===== src/design/serp_pkg.sv =====
// Shared constants for the sensor event pin router.
// Assumes a single 50 MHz clock domain.
package serp_pkg;

    // ----------------------------------------
    // Timing
    // ----------------------------------------
    localparam int CLK_PERIOD_NS      = 20;
    localparam int SAMPLE_READY_FLAG_PULSE_NS      = 90_000;
    localparam int SAMPLE_READY_FLAG_PULSE_CYCLES  = (SAMPLE_READY_FLAG_PULSE_NS / CLK_PERIOD_NS < 1) ? 1
                                        : SAMPLE_READY_FLAG_PULSE_NS / CLK_PERIOD_NS;
    localparam int EMB_LEAD_NS        = 150_000;
    localparam int EMB_LEAD_CYCLES    = (EMB_LEAD_NS / CLK_PERIOD_NS < 1) ? 1
                                        : EMB_LEAD_NS / CLK_PERIOD_NS;
    localparam int TS_ALERT_MARGIN_NS = 2_500_000;

    // ----------------------------------------
    // Routing registers
    // ----------------------------------------
    localparam logic [7:0] ROUTE_RESET   = 8'h00;
    localparam logic [7:0] MISC_WR_MASK  = 8'hF8;
    localparam logic [7:0] EVENT_WR_MASK = 8'hBF;
    localparam int MISC_BOOT   = 7;
    localparam int MISC_QFULL  = 6;
    localparam int MISC_QLEVEL = 5;
    localparam int MISC_QOVR   = 4;
    localparam int MISC_SAMPLE_READY_FLAG   = 3;
    localparam int EV_SLEEP    = 7;
    localparam int EV_WAKE     = 5;
    localparam int EV_FF       = 4;
    localparam int EV_TAP      = 3;
    localparam int EV_ORIENT   = 2;
    localparam int EV_TS       = 1;
    localparam int EV_EMB      = 0;

    // ----------------------------------------
    // Basic event index, also combined source bit
    // ----------------------------------------
    localparam int NUM_BASIC   = 5;
    localparam int SRC_ORIENT  = 0;
    localparam int SRC_FF      = 1;
    localparam int SRC_WAKE    = 2;
    localparam int SRC_TAP     = 3;
    localparam int SRC_SLEEP   = 4;

    // ----------------------------------------
    // Status register bits
    // ----------------------------------------
    localparam int STAT_SAMPLE_READY_FLAG   = 0;
    localparam int STAT_GLOBAL = 5;

    typedef enum logic [1:0] {
        SERP_IDLE    = 2'b00,
        SERP_HELD    = 2'b01,
        SERP_RELEASE = 2'b10
    } serp_latch_t;

endpackage


===== src/design/serp_pulse_timer.sv =====
// One-shot cycle timer: busy for CYCLES clocks after start, then a done pulse.
// Assumes start is a single-cycle pulse on ref_clk.
`timescale 1ns/1ps
module serp_pulse_timer #(
    parameter int CYCLES = 4500
) (
    input  wire logic ref_clk,
    input  wire logic resetn,
    input  wire logic start,
    output logic      busy,
    output logic      done
);
    localparam int W = $clog2(CYCLES + 1);

    generate
        if (CYCLES < 1) begin : g_bad
            $error("serp_pulse_timer: CYCLES must be at least 1");
        end
    endgenerate

    logic [W-1:0] count;

    // A fresh start restarts the window rather than queueing a second one
    always_ff @(posedge ref_clk or negedge resetn) begin
        if (!resetn) begin
            count <= '0;
            busy  <= 1'b0;
            done  <= 1'b0;
        end else begin
            done <= 1'b0;
            if (start) begin
                busy  <= 1'b1;
                count <= '0;
            end else if (busy) begin
                if (count == W'(CYCLES - 1)) begin
                    busy <= 1'b0;
                    done <= 1'b1;
                end else begin
                    count <= count + 1'b1;
                end
            end
        end
    end

endmodule


===== src/design/serp_router.sv =====
// Interrupt routing and latching for the motion/biopotential sensor pin.
// Assumes detector levels, queue flags and read strobes are synchronous
// to ref_clk; read strobes are one-cycle pulses from the serial interface.
`timescale 1ns/1ps

module serp_router import serp_pkg::*; #(
    parameter int SAMPLE_READY_FLAG_PULSE_LEN = SAMPLE_READY_FLAG_PULSE_CYCLES,
    parameter int EMB_LEAD_LEN   = EMB_LEAD_CYCLES,
    parameter int TS_WIDTH       = 32,
    parameter int TS_LSB_NS      = 25_000
) (
    input  wire logic                ref_clk,
    input  wire logic                resetn,
    input  wire logic                wr_misc,
    input  wire logic                wr_event,
    input  wire logic [7:0]          wr_data,
    output logic      [7:0]          route_misc_select,
    output logic      [7:0]          route_event_select,
    input  wire logic                pin_polarity_low,
    input  wire logic                drain_select,
    input  wire logic                request_pin_enable,
    input  wire logic                latch_basic_events,
    input  wire logic                latch_embedded_events,
    input  wire logic                keep_flags_on_combined_read,
    input  wire logic                ready_pulse_mode,
    input  wire logic                basic_events_on,
    input  wire logic                embedded_features_on,
    input  wire logic [7:0]          embedded_ack_mask,
    input  wire logic                active_mode,
    input  wire logic                bio_only,
    input  wire logic                odr_tick,
    input  wire logic [NUM_BASIC-1:0] basic_event,
    input  wire logic [7:0]          emb_request,
    input  wire logic [TS_WIDTH-1:0] ts_count,
    input  wire logic                boot_status,
    input  wire logic                queue_full,
    input  wire logic                queue_level,
    input  wire logic                queue_overrun,
    input  wire logic                rd_combined,
    input  wire logic [NUM_BASIC-1:0] rd_specific,
    input  wire logic                rd_emb_status,
    input  wire logic                rd_axis_high,
    output logic      [7:0]          combined_event_source,
    output logic      [7:0]          status_reg,
    output logic      [7:0]          emb_status,
    output logic                     int_out,
    output logic                     int_oe,
    output logic                     ibi_req,
    output logic      [15:0]         ibi_cause,
    output logic                     emb_reset
);
    localparam int TS_MARGIN = TS_ALERT_MARGIN_NS / TS_LSB_NS;

    generate
        if (TS_WIDTH < 8 || TS_MARGIN < 1 ||
            $clog2(TS_MARGIN + 1) >= TS_WIDTH) begin : g_bad
            $error("serp_router: timestamp width or resolution unsupported");
        end
    endgenerate

    // ----------------------------------------
    // Routing registers
    // ----------------------------------------
    always_ff @(posedge ref_clk or negedge resetn) begin
        if (!resetn) begin
            route_misc_select  <= ROUTE_RESET;
            route_event_select <= ROUTE_RESET;
        end else begin
            if (wr_misc) begin
                route_misc_select <= wr_data & MISC_WR_MASK;
            end
            if (wr_event) begin
                route_event_select <= wr_data & EVENT_WR_MASK;
            end
        end
    end

    // ----------------------------------------
    // Source gating
    // ----------------------------------------
    logic                 basic_en;
    logic                 motion_ok;
    logic [NUM_BASIC-1:0] ev_g;
    logic [7:0]           emb_g;
    logic                 ts_alert;

    // Enable only sampled in power-down so a change never hits a live detector
    always_ff @(posedge ref_clk or negedge resetn) begin
        if (!resetn) begin
            basic_en <= 1'b0;
        end else if (!active_mode) begin
            basic_en <= basic_events_on;
        end
    end

    assign motion_ok = active_mode && !bio_only;
    assign ev_g      = basic_event & {NUM_BASIC{motion_ok && basic_en}};
    assign emb_g     = emb_request & {8{motion_ok && embedded_features_on}};
    assign ts_alert  = motion_ok && embedded_features_on &&
                       (ts_count >= ({TS_WIDTH{1'b1}} - TS_WIDTH'(TS_MARGIN)));

    // ----------------------------------------
    // Basic event latches
    // ----------------------------------------
    serp_latch_t          bstate [NUM_BASIC];
    logic [NUM_BASIC-1:0] latch_on;
    logic [NUM_BASIC-1:0] read_clear;
    logic [NUM_BASIC-1:0] basic_flag;
    logic [NUM_BASIC-1:0] routed;

    assign routed[SRC_ORIENT] = route_event_select[EV_ORIENT];
    assign routed[SRC_FF]     = route_event_select[EV_FF];
    assign routed[SRC_WAKE]   = route_event_select[EV_WAKE];
    assign routed[SRC_TAP]    = route_event_select[EV_TAP];
    assign routed[SRC_SLEEP]  = route_event_select[EV_SLEEP];

    always_comb begin
        for (int i = 0; i < NUM_BASIC; i++) begin
            latch_on[i]   = latch_basic_events && routed[i];
            read_clear[i] = (rd_combined && !keep_flags_on_combined_read)
                            || rd_specific[i];
            basic_flag[i] = latch_on[i] ? (bstate[i] != SERP_IDLE) : ev_g[i];
        end
    end

    // Held until read, then released on the next output-data cycle
    always_ff @(posedge ref_clk or negedge resetn) begin
        if (!resetn) begin
            for (int i = 0; i < NUM_BASIC; i++) begin
                bstate[i] <= SERP_IDLE;
            end
        end else begin
            for (int i = 0; i < NUM_BASIC; i++) begin
                if (!latch_on[i]) begin
                    bstate[i] <= SERP_IDLE;
                end else begin
                    case (bstate[i])
                        SERP_IDLE: begin
                            if (ev_g[i]) begin
                                bstate[i] <= SERP_HELD;
                            end
                        end
                        SERP_HELD: begin
                            if (read_clear[i]) begin
                                bstate[i] <= SERP_RELEASE;
                            end
                        end
                        SERP_RELEASE: begin
                            if (odr_tick) begin
                                bstate[i] <= ev_g[i] ? SERP_HELD : SERP_IDLE;
                            end
                        end
                        default: bstate[i] <= SERP_IDLE;
                    endcase
                end
            end
        end
    end

    // Reading latched sources also restarts the embedded engines unless keep_flags_on_combined_read is set
    always_ff @(posedge ref_clk or negedge resetn) begin
        if (!resetn) begin
            emb_reset <= 1'b0;
        end else begin
            emb_reset <= latch_basic_events && !keep_flags_on_combined_read &&
                         (rd_combined || (|rd_specific));
        end
    end

    // ----------------------------------------
    // Embedded function flags
    // ----------------------------------------
    logic emb_int;

    always_ff @(posedge ref_clk or negedge resetn) begin
        if (!resetn) begin
            emb_status <= 8'h00;
        end else begin
            for (int i = 0; i < 8; i++) begin
                if (!latch_embedded_events) begin
                    emb_status[i] <= emb_g[i];
                end else if (emb_g[i]) begin
                    emb_status[i] <= 1'b1;
                end else if (rd_emb_status && !embedded_ack_mask[i]) begin
                    emb_status[i] <= 1'b0;
                end
            end
        end
    end

    assign emb_int = |emb_status;

    // ----------------------------------------
    // Data-ready
    // ----------------------------------------
    logic lead_done;
    logic pulse_busy;
    logic sample_ready_flag_flag;
    logic sample_ready_flag_pin;

    // Output data lands a fixed time after the embedded engines fire
    serp_pulse_timer #(.CYCLES(EMB_LEAD_LEN)) u_lead (
        .ref_clk (ref_clk),
        .resetn  (resetn),
        .start   (odr_tick && active_mode),
        .busy    (),
        .done    (lead_done)
    );

    serp_pulse_timer #(.CYCLES(SAMPLE_READY_FLAG_PULSE_LEN)) u_pulse (
        .ref_clk (ref_clk),
        .resetn  (resetn),
        .start   (lead_done),
        .busy    (pulse_busy),
        .done    ()
    );

    // New sample wins over a read in the same cycle
    always_ff @(posedge ref_clk or negedge resetn) begin
        if (!resetn) begin
            sample_ready_flag_flag <= 1'b0;
        end else if (lead_done) begin
            sample_ready_flag_flag <= 1'b1;
        end else if (rd_axis_high) begin
            sample_ready_flag_flag <= 1'b0;
        end
    end

    assign sample_ready_flag_pin = ready_pulse_mode ? pulse_busy : sample_ready_flag_flag;

    // ----------------------------------------
    // Readable source registers
    // ----------------------------------------
    always_ff @(posedge ref_clk or negedge resetn) begin
        if (!resetn) begin
            combined_event_source <= 8'h00;
            status_reg            <= 8'h00;
        end else begin
            combined_event_source <= {3'b000, basic_flag};
            status_reg              <= 8'h00;
            status_reg[STAT_SAMPLE_READY_FLAG]   <= sample_ready_flag_flag;
            status_reg[STAT_GLOBAL] <= |basic_flag;
        end
    end

    // ----------------------------------------
    // Pin and in-band interrupt
    // ----------------------------------------
    logic [7:0] misc_vec;
    logic [7:0] event_vec;
    logic       any_src;
    logic       pin_active;

    assign misc_vec  = {boot_status, queue_full, queue_level, queue_overrun,
                        sample_ready_flag_pin, 3'b000};
    assign event_vec = {basic_flag[SRC_SLEEP], 1'b0, basic_flag[SRC_WAKE],
                        basic_flag[SRC_FF], basic_flag[SRC_TAP],
                        basic_flag[SRC_ORIENT], ts_alert, emb_int};
    assign any_src   = (|(route_misc_select & misc_vec)) ||
                       (|(route_event_select & event_vec));

    // Registered so the pin never shows decode glitches of the OR tree
    always_ff @(posedge ref_clk or negedge resetn) begin
        if (!resetn) begin
            pin_active <= 1'b0;
            int_out    <= 1'b0;
            int_oe     <= 1'b0;
        end else begin
            pin_active <= any_src;
            int_out    <= any_src ^ pin_polarity_low;
            int_oe     <= request_pin_enable &&
                          (!drain_select || any_src);
        end
    end

    always_ff @(posedge ref_clk or negedge resetn) begin
        if (!resetn) begin
            ibi_req   <= 1'b0;
            ibi_cause <= 16'h0000;
        end else begin
            ibi_req <= !request_pin_enable && any_src && !pin_active;
            if (any_src && !pin_active) begin
                ibi_cause <= {route_event_select & event_vec,
                              route_misc_select & misc_vec};
            end
        end
    end
endmodule


===== config.mk =====
export PLATFORM = sky130hd
export DESIGN_NAME = serp_router
export DESIGN_NICKNAME = d
export VERILOG_FILES = /design/src/design/serp_pkg.sv /design/src/design/serp_pulse_timer.sv /design/src/design/serp_router.sv
export SDC_FILE = /design/constraint.sdc
export NUM_CORES = 1
export LEC_CHECK = 0
export BUFFER_PORTS_ARGS = -buffer_cell sky130_fd_sc_hd__buf_2
export CELL_PAD_IN_SITES_DETAIL_PLACEMENT = 1
export CELL_PAD_IN_SITES_GLOBAL_PLACEMENT = 1
export CORE_AREA = 8 8 141 143
export CTS_CLUSTER_SIZE = 12
export DETAILED_ROUTE_END_ITERATION = 6
export DIE_AREA = 0 0 149 151
export HOLD_SLACK_MARGIN = 0.1
export PLACE_DENSITY = 0.53
export SYNTH_ARGS = -nofsm -noshare
export SYNTH_HDL_FRONTEND = slang
export SYNTH_SLANG_ARGS = --single-unit

===== constraint.sdc =====
create_clock -name ref_clk -period 2.2 [get_ports ref_clk]
set_clock_uncertainty 0.2 [all_clocks]
set_input_delay 0.11 -clock ref_clk [delete_from_list [all_inputs] [get_ports ref_clk]]
set_output_delay 0.11 -clock ref_clk [all_outputs]
set_load 0.1 [all_outputs]

* Word level (Yosys, flattened, before mapping)
Index checks and enable logic that the tools add are counted.
Word-level totals: bits in registers 89, input bits 89, output and inout port bits 60, logic and storage cells 223
Cells by class: $add $sub $neg 2, magnitude comparators 1, equal/unequal tests 37, multiplexer cells 77, bitwise logic cells 5, reductions and logical operators 71
Operators with widths (number):
- 13-bit 2-to-1 mux | 6
- 1-bit 2-to-1 mux | 46
- 3-bit inequality test, second input constant | 15
- 2-bit 2-to-1 mux | 20
- 32-bit greater-or-equal comparator, second input constant | 1
- 2-bit case mux with 3 select lines | 5
- 13-bit by 1-bit adder with 13-bit output, second input constant | 2
- 13-bit == test, second input constant | 2
- 1-bit logical AND | 25
- 8-bit AND | 3
- 3-bit by 1-bit inequality test with 1-bit output, second input constant | 8
- 8-bit OR reduction | 3
- 2-bit nonzero test | 8
- 3-bit AND reduction | 5
- 1-bit zero test | 13
- 2-bit by 1-bit == test with 1-bit output, second input constant | 5
- 2-bit == test, second input constant | 5
- 2-bit zero test | 5
- 5-bit OR reduction | 2
- 1-bit logical OR | 8
- 5-bit AND | 1
- 2-bit AND reduction | 2
- 2-bit by 1-bit inequality test with 1-bit output, second input constant | 1
- 2-bit inequality test, second input constant | 1
- 1-bit XOR | 1

* Longest topological paths before layout
Gate-level depths: netlist (run 1).
depth after elaboration 10, mapped depth 7, depth with buffers taken out 6

* Cells and area by module
Synthesis (run 1) repeated with hierarchy kept, for this count alone.
Unflattened totals: cells, all modules 436, area total of the unflattened synthesis 4357.9 um^2
By module, submodules not included:
- serp_router | instances 1, cells each 286, area an instance 2876.5 um^2, sequential area each 1401.3 um^2
- serp_pulse_timer at u_lead | instances 1, cells each 74, area an instance 740.7 um^2, sequential area each 375.4 um^2
- serp_pulse_timer at u_pulse | instances 1, cells each 76, area an instance 740.7 um^2, sequential area each 375.4 um^2

* Worst setup path before layout (run 1)
No wires, ideal clock.
kind reg2reg, start reg emb_status[1], end reg ibi_cause[3], setup time 0.128 ns, arrival time 2.129 ns, required time 1.872 ns, slack -0.258 ns, stages on the path, launching flop included 6, path buffers 0, period minus slack after synthesis 2.458 ns, cells stage by stage dfrtp_1 > nor4_2 > nand2_1 > a2111oi_4 > a31oi_1 > mux2_1
On the way: cells in the longest elaborated chain, start to end 5
RTL lines:
- from (decl) | RTL line serp_router.sv:45 | output logic [7:0] emb_status,
- from (signal, indexed assignment) | RTL line serp_router.sv:181 | emb_status[i] <= emb_g[i];
- 8-bit OR reduction | RTL line serp_router.sv:191 | assign emb_int = |emb_status;
- 8-bit AND | RTL line serp_router.sv:260 | (|(route_event_select & event_vec));
- 8-bit OR reduction | RTL line serp_router.sv:260
- 1-bit logical OR | RTL line serp_router.sv:259 | assign any_src = (|(route_misc_select & misc_vec)) ||
- 1-bit logical AND | RTL line serp_router.sv:282 | if (any_src && !pin_active) begin
- to (signal assigned) | RTL line serp_router.sv:283 | ibi_cause <= {route_event_select & event_vec,
- to (decl) | RTL line serp_router.sv:49 | output logic [15:0] ibi_cause,
Every way passes these cells. A chain may end at the register's enable or synchronous reset.

* Worst setup path after layout (run 1)
start in latch_basic_events, end reg ibi_req
On the way: cells in the longest elaborated chain, start to end 7, elaborated cells on any way between the ends 15, classes of those cells 5 x mux; 1 x bitwise; 9 x reduce/logical
RTL lines:
- from (decl) | RTL line serp_router.sv:22 | input wire logic latch_basic_events,
- 1-bit logical AND | RTL line serp_router.sv:119 | latch_on[i] = latch_basic_events && routed[i];
- 1-bit 2-to-1 mux | RTL line serp_router.sv:122 | basic_flag[i] = latch_on[i] ? (bstate[i] != SERP_IDLE) : ev_g[i];
- 8-bit AND * | RTL line serp_router.sv:260
- 8-bit OR reduction * | RTL line serp_router.sv:260
- 1-bit logical OR * | RTL line serp_router.sv:259
- 1-bit logical AND * (2 in a row) | RTL line serp_router.sv:281 | ibi_req <= !request_pin_enable && any_src && !pin_active;
- to (signal assigned) | RTL line serp_router.sv:281
- to (decl) | RTL line serp_router.sv:48 | output logic ibi_req,
Every way passes the cells marked *; elsewhere a longest branch is shown, timed or not.

==> impl_metrics.yaml, run 1 <==
yosys:
  yosys_warnings: 0
  synth_edf_count: 0
  synth_ff_type: "dfrtp_1"
  ys_seq_area_share_pct: 49.06
  mappedNetlistArea_sq_um: 4335
  yosysUniqueCellTypes: 58
  async_flop_share_pct: 100.0
  avgSynthCellArea_sq_um: 10.06
  synthCells: 431
  ys_seq_elements: 85
drt:
  drt_iter0_markers: 184
  postRouteAntennaNets: 0
  vias: 3940
  vias_per_cell: 4.513
  firstDrtPassIters: 4
  wl_um: 14920
  drc_errors: 0
  wl_per_cell_um: 17.09
sta:
  hold_viol_final: 0
  drv_slew: 0
  worst_pin_slew_ns: 0.6109
  fin_crit_sh_pct: 96.58
  layout_min_cycle_time_ns: 2.125
  max_slew_margin_pct: 59.27
  final-setup-viol-count: 0
  fmax_ghz: 0.4707
  setup_slack_ns: 0.07529
cts:
  clock_path_buffers: 2
  path_clk_slew_ns: 0.06
  cts-root-buf: "clkbuf_16"
  cts_tree: "built"
  ctsHtreeMaxLevel: 3
  numCtsBuffers: 9
  clock_sinks: 85
  clock_latency_ns: 0.34
power:
  vdd_drop_max_v: 0.0005496
  fin_total_pwr_mw: 5.085
  p_leak_nw: 2.956
  power_density_nw_per_um2: 802.4
global_routing:
  grt_max_degree: 46
  antenna_found_initial: 0
  first_global_vias: 4447
  grt_use_total_pct: 13.47
  grt_overflow: 0
  grt_first_pass_wirelength_um: 23670
place:
  hpwl_um: 11210
  portBuffers: 131
  place_inst: 791
  preCtsSetupSlack_ns: -0.1243
  globalplace.congestion: 0.7878
floorplanning:
  fp.dieW_um: 149
  io_pins: 149
  fp.dieH_um: 151
  rows: 49
  dieArea_sq_um: 22500
  core_area_sq_um: 17660
  initial_core_util_pct: 24.55
setup_path:
  required_ns: 2.24
  worstPathMaxFanout: 15
  endpoint_kind: "flop"
  startpoint_type: "input port"
  worstPathArrival_ns: 2.17
  crit_type: "in -> reg"
finish:
  layout_commonest_cell: "buf_2"
  diodes: 0
  nets: 730
  finalNonFillerCells: 873
  layout_common_cells: "buf_2, dfrtp_1, dlygate4sd3_1, nor2_1, nand2_1"
  layout-drive-gt1-share_pct: 33.85
  largestRegisters: "u_lead.count (13), u_pulse.count (13), ibi_cause (12)"
  area.growth.synth_to_final_pct: 46.18
hold_path:
  hold_class: "in -> async"
flow_run:
  cap_viol_max_count: 0
status:
  status: "completed"
-- cell type report --
class	instances	area, sq um
clock inverters	3	67.56
multi-input cells	310	2051
clock buffers	13	260.3
inverters	22	82.58
fillers	2058	11320
flip-flops and latches	85	2155
repair buffers	211	1435
well taps	229	286.5
-- worst paths after layout --
path / slack [ns] / end / depth (start not counted) / startpoint
max: 0.08 / ibi_req$_DFF_PN0_ / 8 / latch_basic_events
min: 0.11 / route_misc_select[7]$_DFFE_PN0P_ / 2 / resetn
max reg2reg: 0.10 / ibi_cause[8]$_DFFE_PN0P_ / 7 / route_event_select[1]$_DFFE_PN0P_
min reg2reg: 0.22 / status_reg[0]$_DFF_PN0_ / 0 / sample_ready_flag_flag$_DFFE_PN0P_
max in group asynchronous: 1.02 / emb_status[1]$_DFFE_PN0P_ / 3 / resetn
min in group ref_clk: 0.14 / u_lead.count[5]$_DFFE_PN0P_ / 3 / active_mode
-- critical path, cell delays in order --
cell and delay [ns]:
dlygate4sd3_1 0.52, clkbuf_4 0.23, or3b_1 0.39, o211a_1 0.15, a31oi_1 0.27, a31oi_2 0.15
buf_4 0.21, nor2b_4 0.13
-- Yosys cell counts (3+ instances only) --
| master | number | area (sq um) |
|---|---|---|
| dfrtp_1 | 85 | 2127 |
| nor2_1 | 42 | 157.7 |
| nand2_1 | 41 | 153.9 |
| a21oi_1 | 23 | 115.1 |
| inv_1 | 22 | 82.58 |
| buf_4 | 19 | 142.6 |
| nand3_1 | 19 | 95.09 |
| xnor2_1 | 15 | 131.4 |
| mux2_2 | 13 | 146.4 |
| nand4_1 | 10 | 62.56 |
| clkbuf_1 | 9 | 33.78 |
| nand2b_1 | 9 | 56.30 |
| nand3b_1 | 9 | 67.56 |
| a32o_1 | 8 | 80.08 |
| o21ai_0 | 8 | 40.04 |
| o21ai_2 | 8 | 70.07 |
| xor2_1 | 8 | 70.07 |
| nor3_1 | 7 | 35.03 |
| o211ai_1 | 5 | 37.54 |
| or3_1 | 5 | 31.28 |
| a31oi_1 | 4 | 25.02 |
| nor4_1 | 4 | 25.02 |
| o21bai_1 | 4 | 30.03 |
| a211oi_1 | 3 | 22.52 |
| a22oi_1 | 3 | 22.52 |
| and3_1 | 3 | 18.77 |
| nor2b_1 | 3 | 18.77 |
| o22ai_1 | 3 | 18.77 |
-- metal layers --
metal  vias up  global-route usage (%)  share of wire (%)
li1       1910                       -                  -
met1      1927                   15.86                 43
met2        82                   23.28                 51
met3        21                   2.779                4.2
met4         0                   6.007                2.3
met5         -                       0                  0
-- cells by family (layout without fill, tap and decap cells) --
kind of cell	Yosys count	count (layout)	share of synthesized area, %
xor+xnor	23	23	4.647
mux	16	16	4.098
other cells	1	17	0.08650
buf+inv	52	249	6.176
flops	85	85	49.06
compound gates	82	82	14.72
simple gates	170	170	20.63
fa+ha+maj	2	2	0.5771
-- power breakdown --
group          switching [mW]  total (mW)  internal, mW
clock                   0.642        1.70          1.06
sequential              0.126        1.82          1.70
combinational            1.17        1.56         0.388
-- stage by stage --
stage	TNS, ns	hold WS, ns	util (%)	area (sq um)
3_5_place_dp	-0.9165	-0.02852	30.05	5306
2_1_floorplan	0	-0.3856	-	4423
6_report	0	0.1142	35.89	6337
4_1_cts	0	0.1193	35.53	6274
5_1_grt	-0.01108	0.1566	35.89	6337
3_3_place_gp	-0.8692	-0.03284	30.05	5306
-- timing repair --
action / 4_1_cts / 5_1_grt
buffers inserted: 0 / 3
gates resized for setup: 2 / 8
gates cloned: 0 / 0
hold endpoints to repair: 134 / 0
pin swaps: 0 / 3
hold buffers: 63 / 0
endpoints found under the setup margin: 12 / 24
(Power assumes the default switching activity.)
==> run 2: changes to the inputs <==
--- a/config.mk
+++ b/config.mk
@@ -13,7 +13,7 @@
 export DETAILED_ROUTE_END_ITERATION = 6
 export DIE_AREA = 0 0 149 151
 export HOLD_SLACK_MARGIN = 0.1
-export PLACE_DENSITY = 0.53
+export PLACE_DENSITY = 0.59
 export SYNTH_ARGS = -nofsm -noshare
 export SYNTH_HDL_FRONTEND = slang
 export SYNTH_SLANG_ARGS = --single-unit
==> constraint.sdc (replaced) <==
create_clock -name ref_clk -period 2.1 [get_ports ref_clk]
set_clock_uncertainty 0.2 [all_clocks]
set_input_delay 0.105 -clock ref_clk [delete_from_list [all_inputs] [get_ports ref_clk]]
set_output_delay 0.105 -clock ref_clk [all_outputs]
set_load 0.1 [all_outputs]
==> run 2 against run 1 <==
Compared with the run above: clock power fell by 4%; global-route usage increased by 0.058 points; final area rose by 3.9%; power up 3.2%; non-clock buffer count grew 25; hold slack improved by 0.0036 ns; sequential power rose by 4%; first-iteration DRC count up 2.7%; sequential cell count unchanged; die area unchanged; register-to-register slack worse by 0.06 ns; largest power group unchanged.
==> impl_metrics.yaml, run 2 (synthesized netlist as in run 1, its figures left out) <==
power:
  clockPowerShare_pct: 31.3
  comb_power_share_pct: 32.4
  p_int_mw: 3.210
  vdd_drop_max_v: 0.0004402
  p_sw_share_pct: 38.83
  p_leak_nw: 3.056
  p_seq_share_pct: 36.3
  switchingPower_mw: 2.038
  fin_total_pwr_mw: 5.249
  power_density_nw_per_um2: 797.2
global_routing:
  antenna_found_initial: 0
  grt_first_pass_wirelength_um: 24200
  grt_max_degree: 52
  grt_overflow: 0
  first_global_vias: 4506
  grt_use_total_pct: 13.53
cts:
  clock_sinks: 85
  clock_latency_ns: 0.34
  numCtsBuffers: 9
  cts_tree: "built"
  cts-root-buf: "clkbuf_16"
  clock_path_buffers: 2
  ctsHtreeMaxLevel: 3
  path_clk_slew_ns: 0.06
sta:
  timing.hold.ws_ns: 0.1178
  max_slew_margin_pct: 61.42
  tns_ns: 0
  fmax_ghz: 0.4847
  hold_viol_final: 0
  worst_pin_slew_ns: 0.5774
  fin_crit_sh_pct: 98.25
  drv_slew: 0
  rsz0062_at_grt: "true"
  final-setup-viol-count: 0
  layout_min_cycle_time_ns: 2.063
floorplanning:
  io_pins: 149
  initial_core_util_pct: 24.55
  fp.dieH_um: 151
  fp.dieW_um: 149
  dieArea_sq_um: 22500
  core_area_sq_um: 17660
  rows: 49
setup_path:
  worstPathMaxFanout: 3
  required_ns: 2.12
  endpoint_kind: "flop"
  reg2reg_from: "emb_status[1]$_DFFE_PN0P_"
  worstPathArrival_ns: 2.09
  r2r_cells: 5
  startpoint_type: "input port"
  timing.reg2reg.setup_slack_ns: 0.04
  r2r-end: "ibi_cause[3]$_DFFE_PN0P_"
  crit_type: "in -> reg"
place:
  globalplace.congestion: 0.8068
  portBuffers: 131
  hpwl_um: 11250
  dpl_cell_area_sq_um: 5396
drt:
  vias: 4061
  postRouteAntennaNets: 0
  wl_per_cell_um: 16.87
  drc_errors: 0
  firstDrtPassIters: 4
  vias_per_cell: 4.522
  wl_um: 15150
  drt_iter0_markers: 189
finish:
  area.growth.synth_to_final_pct: 51.86
  nets: 755
  diodes: 0
  fin_area_sq_um: 6584
  filler_cell_count: 2085
  layout_common_cells: "buf_2, dlygate4sd3_1, dfrtp_1, nor2_1, nand2_1"
  largestRegisters: "u_lead.count (13), u_pulse.count (13), ibi_cause (12)"
  post-route-util_pct: 37.29
  layout-drive-gt1-share_pct: 37.22
  layout_commonest_cell: "buf_2"
hold_path:
  hold_class: "in -> async"
status:
  status: "completed"
flow_run:
  cap_viol_max_count: 0
## run 2: cell types whose count changed in the layout (fill, tap and decap cells not counted), moves of 2 or more
cell,delta
dlygate4sd3_1,+7
dfrtp_2,+2
dfrtp_1,-2
buf_6,+2
nor3_2,+2
a2111oi_2,+3
nor3_1,-2
a31oi_2,+2
buf_4,+16
a2111oi_0,-2
a31oi_1,-2
## run 2: how the worst max path moves through the flow
stage	startpoint	end	slack [ns]
global placement	bio_only	ibi_req$_DFF_PN0_	-0.26
detailed placement	bio_only	ibi_req$_DFF_PN0_	-0.27
floorplan	emb_status[1]$_DFFE_PN0P_	ibi_cause[3]$_DFFE_PN0P_	-0.08
finish	rd_specific[3]	emb_reset$_DFF_PN0_	0.04
CTS	route_event_select[1]$_DFFE_PN0P_	ibi_req$_DFF_PN0_	-0.0006
global route	bstate[5]$_DFFE_PN0P_	ibi_cause[9]$_DFFE_PN0P_	-0.07
## run 2: area by class of cell
type | instances | area (sq um) | area share [%]
Sequential cell | 85 | 2157 | 32.76
Timing Repair Buffer | 236 | 1645 | 24.99
Clock buffer | 13 | 260.3 | 3.953
Multi-Input combinational cell | 310 | 2107 | 32.00
Inverter | 22 | 82.58 | 1.254
Tap cell | 229 | 286.5 | 4.352
Clock inverter | 3 | 45.04 | 0.6842
## run 2: metal layers
metal,vias to the layer above,wire (um),global-route usage (%)
met4,0,266,5.805
li1,1953,-,-
met3,14,615,2.540
met2,86,7943,23.82
met1,2008,6322,15.81
met5,-,0,0
## run 2: timing repair
action / in CTS / in global routing
setup buffers: 2 / 7
hold endpoints to repair: 137 / 0
pin swaps: 0 / 10
endpoints found under the setup margin: 14 / 27
gates resized for setup: 5 / 21
hold buffers: 71 / 0
## run 2: worst max-delay path, stage by stage
cell	delay, ns
dlygate4sd3_1	0.54
buf_2	0.15
or4_1	0.54
nor3_2	0.14
nor3b_1	0.06
dlygate4sd3_1	0.55
## run 2: stage by stage
step / setup WS [ns] / cells
global route: -0.07383 / 898
global placement: -0.2584 / 803
detailed placement: -0.2673 / 803
finish: 0.03673 / 898
floorplan: -0.07865 / 447
CTS: -0.0005658 / 892
## run 2: power by group through the flow
stage	Combinational, mW	Clock, mW	Sequential, mW
2_1_floorplan	0.467	0	2.63
3_3_place_gp	1.54	0	1.93
3_5_place_dp	1.56	0	1.93
4_1_cts	1.69	1.69	1.90
5_1_grt	1.79	1.74	1.92
6_report	1.70	1.64	1.90
